[config.mk]
export PLATFORM = sky130hd
export DESIGN_NAME = mmd_portal
export DESIGN_NICKNAME = d
export VERILOG_FILES = /design/src/pkg/mmd_portal_pkg.sv /design/src/mmd_portal.sv
export SDC_FILE = /design/constraint.sdc
export NUM_CORES = 2
export LEC_CHECK = 0
export BUFFER_PORTS_ARGS = -buffer_cell sky130_fd_sc_hd__buf_2
export CAP_MARGIN = 40
export CELL_PAD_IN_SITES_DETAIL_PLACEMENT = 1
export CELL_PAD_IN_SITES_GLOBAL_PLACEMENT = 2
export CORE_MARGIN = 10
export CORE_UTILIZATION = 49
export CTS_CLUSTER_SIZE = 14
export DETAILED_ROUTE_END_ITERATION = 8
export PLACE_DENSITY = 0.88
export SYNTH_ARGS = -nofsm -noshare
export SYNTH_HDL_FRONTEND = slang
export SYNTH_SLANG_ARGS = --single-unit
[constraint.sdc]
create_clock -name clk_i -period 4.04 [get_ports clk_i]
set_input_delay 0.606 -clock clk_i [delete_from_list [all_inputs] [get_ports clk_i]]
set_output_delay 0.606 -clock clk_i [all_outputs]
set_load 0.05 [all_outputs]
[src/pkg/mmd_portal_pkg.sv]
/*
 * Shared constants, field layouts and state type for the indirect access
 * portal. Assumes a serial management frame on the management clock and
 * data pins, with the portal sitting behind two directly addressed
 * registers of a transceiver.
 */
package mmd_portal_pkg;

   // directly addressed portal registers
   localparam logic [4:0]  REG_CTRL      = 5'h0d;
   localparam logic [4:0]  REG_DATA      = 5'h0e;

   // operation field of the control register
   localparam logic [1:0]  MODE_ADDR     = 2'h0;
   localparam logic [1:0]  MODE_DATA     = 2'h1;
   localparam logic [1:0]  MODE_INC_RW   = 2'h2;
   localparam logic [1:0]  MODE_INC_WR   = 2'h3;

   // management frame op codes and field lengths (counts are last index, except PREAMBLE_ONES, a full count of 32 ones)
   localparam logic [1:0]  FRAME_READ    = 2'h2;
   localparam logic [1:0]  FRAME_WRITE   = 2'h1;
   localparam logic [5:0]  PREAMBLE_ONES = 6'h20;
   localparam logic [5:0]  HDR_LAST      = 6'h0b;
   localparam logic [5:0]  TA_WR_LAST    = 6'h01;
   localparam logic [5:0]  DATA_LAST     = 6'h0f;

   // reset values, address increment step and value read from unbacked words
   localparam logic [15:0] CTRL_RESET    = 16'h0000;
   localparam logic [15:0] ADDR_RESET    = 16'h0000;
   localparam logic [15:0] ADDR_STEP     = 16'h0001;
   localparam logic [15:0] READ_ZERO     = 16'h0000;

   // implemented part of the indirect space: low devices, low registers
   localparam int          IMPL_DEV_W    = 2;
   localparam int          IMPL_REG_W    = 5;
   localparam int          IMPL_WORDS    = 1 << (IMPL_DEV_W + IMPL_REG_W);

   typedef struct packed {
      logic [1:0] op;
      logic [8:0] rsvd;
      logic [4:0] dev;
   } ctrl_t;

   typedef struct packed {
      logic [1:0] op;
      logic [4:0] phy;
      logic [4:0] regad;
   } frame_hdr_t;

   typedef enum logic [2:0] {
      ST_PRE,
      ST_START,
      ST_HDR,
      ST_TA,
      ST_RD,
      ST_WR
   } frame_state_t;

endpackage

[src/mmd_portal.sv]
/*
 * Indirect access portal: a management-frame slave exposing a control
 * register and an address/data register that reach a 32 x 64K x 16 bit
 * indirect register space. Assumes the management clock and data pin come
 * from a host outside clk_i's domain and run well below clk_i / 4.
 */
// Notes on behaviour
// - 32 devices, 64K registers, 16-bit words
// - control low five bits hold device address
// - operation 00: data-register write loads address
// - nonzero operation: data register reaches indirect word
// - operation 01: address never moves
// - operation 10: increment after reads and writes
// - operation 11: increment after writes only
// - mode 10 reads return ascending consecutive registers
`timescale 1ns/1ps

module mmd_portal
   import mmd_portal_pkg::*;
#(
   parameter logic [4:0] PHY_ADDR = 5'h01
) (
   input  wire logic clk_i,
   input  wire logic reset_i,
   input  wire logic mdc_i,
   input  wire logic mdio_i,
   output logic      mdio_o,
   output logic      mdio_oe_o
);

   logic         mdc_s1, mdc_s2, mdc_d, mdio_s1, mdio_s2;
   logic         rise, bit_in;
   frame_state_t state;
   logic [5:0]   cnt;
   frame_hdr_t   hdr, next_hdr;
   logic         is_read, hit;
   logic [15:0]  wdata, wr_value, rd_shift;
   logic         hdr_done, wr_done, rd_e, wr_e, wr_c;
   ctrl_t        ctrl;
   logic [15:0]  addr;
   logic [15:0]  mem [IMPL_WORDS];
   logic [IMPL_DEV_W+IMPL_REG_W-1:0] cur_idx;
   logic         cur_impl;
   logic [15:0]  cur_word, read_value;
   logic         fresh;

   // the first stage of each synchroniser feeds only the second
   always_ff @(posedge clk_i or posedge reset_i) begin
      if (reset_i) begin
         mdc_s1  <= 1'b0;
         mdc_s2  <= 1'b0;
         mdc_d   <= 1'b0;
         mdio_s1 <= 1'b1;
         mdio_s2 <= 1'b1;
      end else begin
         mdc_s1  <= mdc_i;
         mdc_s2  <= mdc_s1;
         mdc_d   <= mdc_s2;
         mdio_s1 <= mdio_i;
         mdio_s2 <= mdio_s1;
      end
   end

   assign rise     = mdc_s2 & ~mdc_d;
   assign bit_in   = mdio_s2;
   assign next_hdr = frame_hdr_t'({hdr[10:0], bit_in});
   assign wr_value = {wdata[14:0], bit_in};
   assign hdr_done = rise && state == ST_HDR && cnt == HDR_LAST;
   assign wr_done  = rise && state == ST_WR && cnt == DATA_LAST && hit;
   assign rd_e     = hdr_done && next_hdr.op == FRAME_READ
                     && next_hdr.phy == PHY_ADDR
                     && next_hdr.regad == REG_DATA;
   assign wr_e     = wr_done && hdr.regad == REG_DATA;
   assign wr_c     = wr_done && hdr.regad == REG_CTRL;

   // frames for other addresses are walked through silently, so their
   // data bits never look like a fresh preamble; suppressed preamble is
   // not supported
   always_ff @(posedge clk_i or posedge reset_i) begin
      if (reset_i) begin
         state   <= ST_PRE;
         cnt     <= 6'h00;
         hdr     <= '0;
         is_read <= 1'b0;
         hit     <= 1'b0;
         wdata   <= 16'h0000;
      end else if (rise) begin
         case (state)
            ST_PRE: begin
               if (bit_in) begin
                  if (cnt != PREAMBLE_ONES) begin
                     cnt <= 6'(cnt + 6'h01);
                  end
               end else if (cnt == PREAMBLE_ONES) begin
                  state <= ST_START;
               end else begin
                  cnt <= 6'h00;
               end
            end
            ST_START: begin
               cnt   <= 6'h00;
               state <= bit_in ? ST_HDR : ST_PRE;
            end
            ST_HDR: begin
               hdr <= next_hdr;
               cnt <= 6'(cnt + 6'h01);
               if (cnt == HDR_LAST) begin
                  cnt     <= 6'h00;
                  is_read <= next_hdr.op == FRAME_READ;
                  hit     <= next_hdr.phy == PHY_ADDR
                             && (next_hdr.op == FRAME_READ
                                 || next_hdr.op == FRAME_WRITE);
                  state   <= (next_hdr.op == FRAME_READ
                              || next_hdr.op == FRAME_WRITE)
                             ? ST_TA : ST_PRE;
               end
            end
            ST_TA: begin
               cnt <= 6'(cnt + 6'h01);
               if (is_read || cnt == TA_WR_LAST) begin
                  cnt   <= 6'h00;
                  state <= is_read ? ST_RD : ST_WR;
               end
            end
            ST_RD, ST_WR: begin
               wdata <= wr_value;
               cnt   <= 6'(cnt + 6'h01);
               if (cnt == DATA_LAST) begin
                  cnt   <= 6'h00;
                  state <= ST_PRE;
               end
            end
            default: state <= ST_PRE;
         endcase
      end
   end

   // only the low devices and registers are backed by storage
   assign cur_idx  = {ctrl.dev[IMPL_DEV_W-1:0], addr[IMPL_REG_W-1:0]};
   assign cur_impl = ctrl.dev[4:IMPL_DEV_W] == '0
                     && addr[15:IMPL_REG_W] == '0;
   assign cur_word = cur_impl ? mem[cur_idx] : READ_ZERO;

   always_comb begin
      read_value = READ_ZERO;
      if (next_hdr.regad == REG_CTRL) begin
         read_value = ctrl;
      end else if (next_hdr.regad == REG_DATA) begin
         read_value = ctrl.op == MODE_ADDR ? addr : cur_word;
      end
   end

   // turnaround drives a zero, then data msb first, released afterwards
   always_ff @(posedge clk_i or posedge reset_i) begin
      if (reset_i) begin
         mdio_o    <= 1'b0;
         mdio_oe_o <= 1'b0;
         rd_shift  <= 16'h0000;
      end else if (rise) begin
         if (hdr_done) begin
            rd_shift <= read_value;
         end
         if (state == ST_TA && is_read && hit) begin
            mdio_oe_o <= 1'b1;
            mdio_o    <= 1'b0;
         end else if (state == ST_RD && hit) begin
            mdio_oe_o <= 1'b1;
            mdio_o    <= rd_shift[15];
            rd_shift  <= {rd_shift[14:0], 1'b0};
         end else begin
            mdio_oe_o <= 1'b0;
            mdio_o    <= 1'b0;
         end
      end
   end

   always_ff @(posedge clk_i or posedge reset_i) begin
      if (reset_i) begin
         ctrl <= ctrl_t'(CTRL_RESET);
      end else if (wr_c) begin
         ctrl <= ctrl_t'(wr_value);
      end
   end

   // the 16-bit add wraps past the top address by itself
   always_ff @(posedge clk_i or posedge reset_i) begin
      if (reset_i) begin
         addr <= ADDR_RESET;
      end else if (wr_e) begin
         if (ctrl.op == MODE_ADDR) begin
            addr <= wr_value;
         end else if (ctrl.op == MODE_INC_RW || ctrl.op == MODE_INC_WR) begin
            addr <= 16'(addr + ADDR_STEP);
         end
      end else if (rd_e && ctrl.op == MODE_INC_RW) begin
         addr <= 16'(addr + ADDR_STEP);
      end
   end

   always_ff @(posedge clk_i) begin
      if (wr_e && ctrl.op != MODE_ADDR && cur_impl) begin
         mem[cur_idx] <= wr_value;
      end
   end

   always_ff @(posedge clk_i or posedge reset_i) begin
      if (reset_i) begin
         fresh <= 1'b1;
      end else begin
         fresh <= 1'b0;
      end
   end
endmodule

Word-level counts from Yosys, hierarchy flattened
Memory sizes are Yosys's and may differ from the RTL's.
Index checks and enable logic that the tools add are counted.

storage, ports and cells
  register bits = 92
  bits in latches = 0
  RAM bits = 2048
  memory bits (read-only) = 0
  bits of input ports = 4
  output and inout bits = 2
  logic and storage cells = 120
  memories = 1

operators by class
  $add $sub $neg = 2
  multipliers = 0
  divide/modulo/power cells = 0
  $lt $le $gt $ge = 0
  eq/ne operators = 27
  shift operators = 0
  muxes and demuxes = 33
  bitwise gates (word level) = 2
  reduce and logical (&&, ||, !) cells = 35

memory list
  memory  depth  bits a word  read ports  clocked after Yosys merged registers in  write ports  RTL line          RTL
  mem     128    16           1           0                                        1            mmd_portal.sv:41  logic [15:0] mem [IMPL_WORDS];

operator list
  kind                     number
  $mux W16                 11
  $mux W6                  6
  $pmux W6 S5              1
  $eq A5 B4 Y1 const B     4
  $logic_and A1 B1 Y1      18
  $add A16 B1 Y16 const B  1
  $mux W3                  5
  $pmux W3 S5              1
  $eq A6 B4 Y1 const B     2
  $logic_not A11 Y1        1
  $ne A2 B2 Y1 const B     4
  $mux W1                  7
  $add A6 B1 Y6 const B    1
  $eq A2 B2 Y1 const B     3
  $eq A3 B2 Y1 const B     2
  $eq A3 B3 Y1 const B     2
  $eq A6 B1 Y1 const B     1
  $eq A6 B6 Y1 const B     1
  $logic_not A3 Y1         2
  $ne A3 B3 Y1 const B     2
  $ne A6 B6 Y1 const B     1
  $reduce_and A2 Y1        3
  $reduce_and A6 Y1        1
  $eq A5 B1 Y1 const B     1
  14 further kinds         18

Logic depth before layout (Yosys ltp)
  depth in word-level cells = 10
  depth in mapped cells = 13
  depth with buffers taken out = 8

Worst setup path after synthesis
Ideal clock, no wire load.

  path kind = register -> register
  start = reg state[1]
  end = mem mem[50][0] (enable)
  setup time = 0.388 ns
  arrival time = 2.933 ns
  required time = 3.652 ns
  path slack = 0.719 ns
  stages on the path, launching flop included = 10
  buffers on the path = 2
  clock period less this slack = 3.321 ns
  cells stage by stage = dfrtp_1 -> nor4bb_1 -> buf_2 -> nand4_1 -> nor3_2 -> nor3b_2 -> and2_1 -> nand3_1 -> clkbuf_1 -> nor2_1

between the ends
  word-level cells in the longest chain between the ends = 9

ends and longest elaborated chain
  item                               RTL line           RTL
  start: declaration                 mmd_portal.sv:33   frame_state_t state;
  start signal: assignment           mmd_portal.sv:102  state <= bit_in ? ST_HDR : ST_PRE;
  start signal: assignment           mmd_portal.sv:113  state <= (next_hdr.op == FRAME_READ
  start signal: assignment           mmd_portal.sv:122  state <= is_read ? ST_RD : ST_WR;
  $eq A3 B3 Y1                       mmd_portal.sv:69   assign wr_done = rise && state == ST_WR && cnt == DATA_LAST && hit;
  $logic_and A1 B1 Y1 (3 in series)  mmd_portal.sv:69
  $logic_and A1 B1 Y1                mmd_portal.sv:73   assign wr_e = wr_done && hdr.regad == REG_DATA;
  $logic_and A1 B1 Y1 (2 in series)  mmd_portal.sv:201  if (wr_e && ctrl.op != MODE_ADDR && cur_impl) begin
  $mux W1                            mmd_portal.sv:201
  $mux W1 (not written as such)      mmd_portal.sv:202  mem[cur_idx] <= wr_value;
  end: declaration                   mmd_portal.sv:41

No other way between the ends.

Worst setup path in the final report
  start = reg addr[0]
  end = reg rd_shift[0]

between the ends
  word-level cells in the longest chain between the ends = 8

ends and longest elaborated chain
  item                      RTL line           RTL
  start: declaration        mmd_portal.sv:40   logic [15:0] addr;
  start signal: assignment  mmd_portal.sv:191  addr <= wr_value;
  start signal: assignment  mmd_portal.sv:193  addr <= 16'(addr + ADDR_STEP);
  start signal: assignment  mmd_portal.sv:196  addr <= 16'(addr + ADDR_STEP);
  $mem_v2 Z128 W16          n/a
  $mux W16                  mmd_portal.sv:142  assign cur_word = cur_impl ? mem[cur_idx] : READ_ZERO;
  $mux W16 *                mmd_portal.sv:149  read_value = ctrl.op == MODE_ADDR ? addr : cur_word;
  $mux W16 *                mmd_portal.sv:148  end else if (next_hdr.regad == REG_DATA) begin
  $mux W16 *                mmd_portal.sv:146  if (next_hdr.regad == REG_CTRL) begin
  $mux W16 *                mmd_portal.sv:160  if (hdr_done) begin
  $mux W16                  mmd_portal.sv:166  end else if (state == ST_RD && hit) begin
  $mux W16 *                mmd_portal.sv:163  if (state == ST_TA && is_read && hit) begin
  end signal: assignment    mmd_portal.sv:161  rd_shift <= read_value;
  end signal: assignment    mmd_portal.sv:169  rd_shift <= {rd_shift[14:0], 1'b0};
  end: declaration          mmd_portal.sv:37   logic [15:0] wdata, wr_value, rd_shift;

Every way passes the cells marked *; elsewhere a longest branch is shown, timed or not.
A chain may end at the register's enable or synchronous reset.

==> impl_metrics.json <==
{
  "run_status": "finished, violations left",
  "violations": "setup timing",
  "min_period_over_period": 1.01,
  "die_h_um": 435,
  "final_hold_viol_count": 0,
  "drive_gt1_frac": 0.169,
  "slew_headroom": 0.332,
  "worstPathArrival_ns": 4.77,
  "grt_usage": 0.280,
  "synth-seq-area-share": 0.758,
  "grt_overflow": 0,
  "htreeDepth": 4,
  "postSynthRegisterBits": 2140,
  "remaining_drc_errors": 0,
  "antenna_found_initial": 5,
  "synth.lib_cells_used.distinct": 70,
  "ant_nets": 0,
  "start_util": 0.492,
  "achievable-frequency_mhz": 246,
  "area_of_placed_instances_mm2": 0.0888,
  "final_cell_area_mm2": 0.0953,
  "layout_commonest_cell": "sky130_fd_sc_hd__edfxtp_1",
  "maxSlewViolCount": 0,
  "drt_iter0_drc": 7435,
  "vias_per_cell": 6.72,
  "cap_viol_max_count": 0,
  "cellPowerDensity_mw_per_mm2": 452,
  "yosys_warnings": 0,
  "library_cell_contributing_the_largest_single_delay_on_the_critical_path": "sky130_fd_sc_hd__nor4_1",
  "finish.utilization": 0.556,
  "setup.worst_path.class": "reg2reg",
  "clk_latency_ns": 0.87,
  "critical_path_peak_fanout": 46,
  "synthesis.area_mm2": 0.0842,
  "ir_worst_vdd_v": 0.000444,
  "static-leakage-power_nw": 25.5,
  "critical-path-top-delay-family": "compound AO/OA/AOI/OAI gates",
  "worstMarginPinSlew_ns": 0.995,
  "cts-buffers-inserted": 205,
  "core_area_mm2": 0.171,
  "drt_pre_antenna_iters": 6,
  "path_cells": "buf_12 -> buf_4 -> mux4_2 -> a211oi_1 -> a311oi_1 -> o221a_2 -> nor4_1 -> o21ai_0",
  "synth.avg_cell_area_um2": 16.7,
  "syn_nets": 5046,
  "route.vias.total": 51800,
  "fillerInstances": 15500,
  "timing.critical_path.from_type": "flop",
  "post-route-min-period_ns": 4.07,
  "worst_ep_required_time_ns": 4.75,
  "floorplan.die_area_mm2": 0.189,
  "clockRootBuffer": "sky130_fd_sc_hd__clkbuf_16",
  "synthToLayoutAreaGrowth_pct": 13.2,
  "synth-edff-count": 2048,
  "cts.path.max_buffers": 3,
  "grt_start_max_net_pins": 158,
  "num_antenna_cells": 0,
  "clock_sink_count": 2140,
  "num_io_pins": 6,
  "netlist_instances": 5037,
  "routed_wirelength_um": 269000,
  "yosys_most_used_dff": "sky130_fd_sc_hd__edfxtp_1",
  "vias_in_the_first_global_route": 53100,
  "end_kind": "flop",
  "core.rowCount": 152,
  "port_buffers": 5,
  "fin_tns_setup_ns": -0.0251,
  "cts_tree": "done",
  "place.gp.congestion": 0.902,
  "crit_path_max_incr_delay_ns": 0.68,
  "worst_slack_ns": -0.0251,
  "asyncSetResetFlopFracSynth": 0.0430,
  "highest_count_cells_in_the_layout_ignoring_fill_and_taps": "2048 x sky130_fd_sc_hd__edfxtp_1, 340 x sky130_fd_sc_hd__nor2_1, 316 x sky130_fd_sc_hd__mux2i_1",
  "finish.net_count": 5233,
  "cp.buffers_inverters": 2,
  "post-dp-hpwl_um": 162000,
  "worst_setup_hold_path_clk_slew_ns": 0.06,
  "postCtsSetupBuffers": 0,
  "global_route_wire_length_before_repair_um": 386000,
  "setup_violations": 1,
  "dieWidth_um": 435,
  "rsz0062_at_grt": "no",
  "placement.setup.worst_slack_ns": 0.179,
  "detail_route.wl_per_cell_um": 34.9,
  "finClkSkew_ns": 0.0347,
  "hp-class": "in2async"
}
[worst register-to-register path, cell delays in order (launching register included)]
cell and delay, ns:
sky130_fd_sc_hd__dfrtp_4 0.65, sky130_fd_sc_hd__buf_12 0.32, sky130_fd_sc_hd__buf_4 0.38, sky130_fd_sc_hd__mux4_2 0.59, sky130_fd_sc_hd__a211oi_1 0.60, sky130_fd_sc_hd__a311oi_1 0.21, sky130_fd_sc_hd__o221a_2 0.30, sky130_fd_sc_hd__nor4_1 0.68
sky130_fd_sc_hd__o21ai_0 0.18
[layout make-up]
class	count	area (um^2)	share of cell area
multi-input cells	2528	18800	0.197
inverters	18	68.8	0.000722
flip-flops and latches	2140	63900	0.670
well taps	2310	2890	0.0303
clock buffers	257	5500	0.0577
clock inverters	121	981	0.0103
repair buffers	331	3220	0.0338
[timing repair]
action                                 4_1_cts  5_1_grt
resized for setup                            0        2
setup endpoints to repair                    0        3
hold buffers                                 3        0
endpoints found under the hold margin       52        0
[cells by family after synthesis]
logic type      count (synthesis)  share of synthesized area
buf+inv                       369                     0.0199
simple gates                  618                     0.0316
flops                        2140                      0.758
xor+xnor                        5                   0.000520
compound gates               1340                      0.117
mux                           560                     0.0729
fa+ha+maj                       5                   0.000743
[cell usage after synthesis (all sizes together) (56+ instances only)]
cell type / number / area share
a211oi: 178 / 0.016
a21oi: 308 / 0.018
a221o: 247 / 0.029
a22oi: 269 / 0.024
buf: 194 / 0.012
clkbuf: 157 / 0.0070
dfrtp: 90 / 0.027
edfxtp: 2048 / 0.73
mux2: 224 / 0.030
mux2i: 316 / 0.038
nand2: 128 / 0.0057
nor2: 342 / 0.015
nor3: 56 / 0.0035
o21ai: 76 / 0.0045
[report_power, final]
group          switching [mW]  leakage (nW)  total [mW]  internal (mW)
sequential             0.0654          15.5        24.1           24.0
combinational           0.118          6.72       0.174         0.0561
clock                    8.31          3.19        18.9           10.6
total                    8.50          25.5        43.1           34.6
[state kept, by name (all words and copies together) (netlist names), 3 cells and up]
register / flops
hdr: 11
wdata: 15
cnt: 6
state: 3
mem: 2048
ctrl: 16
addr: 16
rd_shift: 16
[routing by layer]
layer | up-vias | track usage | wire (um)
met5 | - | 0 | 38
li1 | 20900 | - | -
met4 | 6 | 0.139 | 14600
met3 | 693 | 0.0646 | 28900
met1 | 26800 | 0.363 | 98600
met2 | 3362 | 0.445 | 127000
[worst paths after layout]
path | start | end | slack [ns] | cells after the start
worst min register to register | mdio_s1$_DFF_PP1_ | bit_in$_DFF_PP1_ | 0.36 | 0
min in group clk_i | mdio_s1$_DFF_PP1_ | bit_in$_DFF_PP1_ | 0.36 | 0
worst max-delay path | addr[0]$_DFFE_PP0P_ | rd_shift[0]$_DFFE_PP0P_ | -0.03 | 8
worst max register to register | addr[0]$_DFFE_PP0P_ | rd_shift[0]$_DFFE_PP0P_ | -0.03 | 8
max in group asynchronous | reset_i | rd_shift[10]$_DFFE_PP0P_ | 2.94 | 5
worst min-delay path | reset_i | mdc_s1$_DFF_PP0_ | 0.22 | 3
[through the flow]
step,hold slack [ns],cells,total power [mW]
6_report,0.222,7705,43.1
5_1_grt,0.239,7705,44.1
4_1_cts,0.196,7703,43.2
3_5_place_dp,0.343,7322,24.7
3_3_place_gp,0.350,7309,24.7
2_1_floorplan,0.331,5037,24.6
Power figures use the tool's default switching activity.
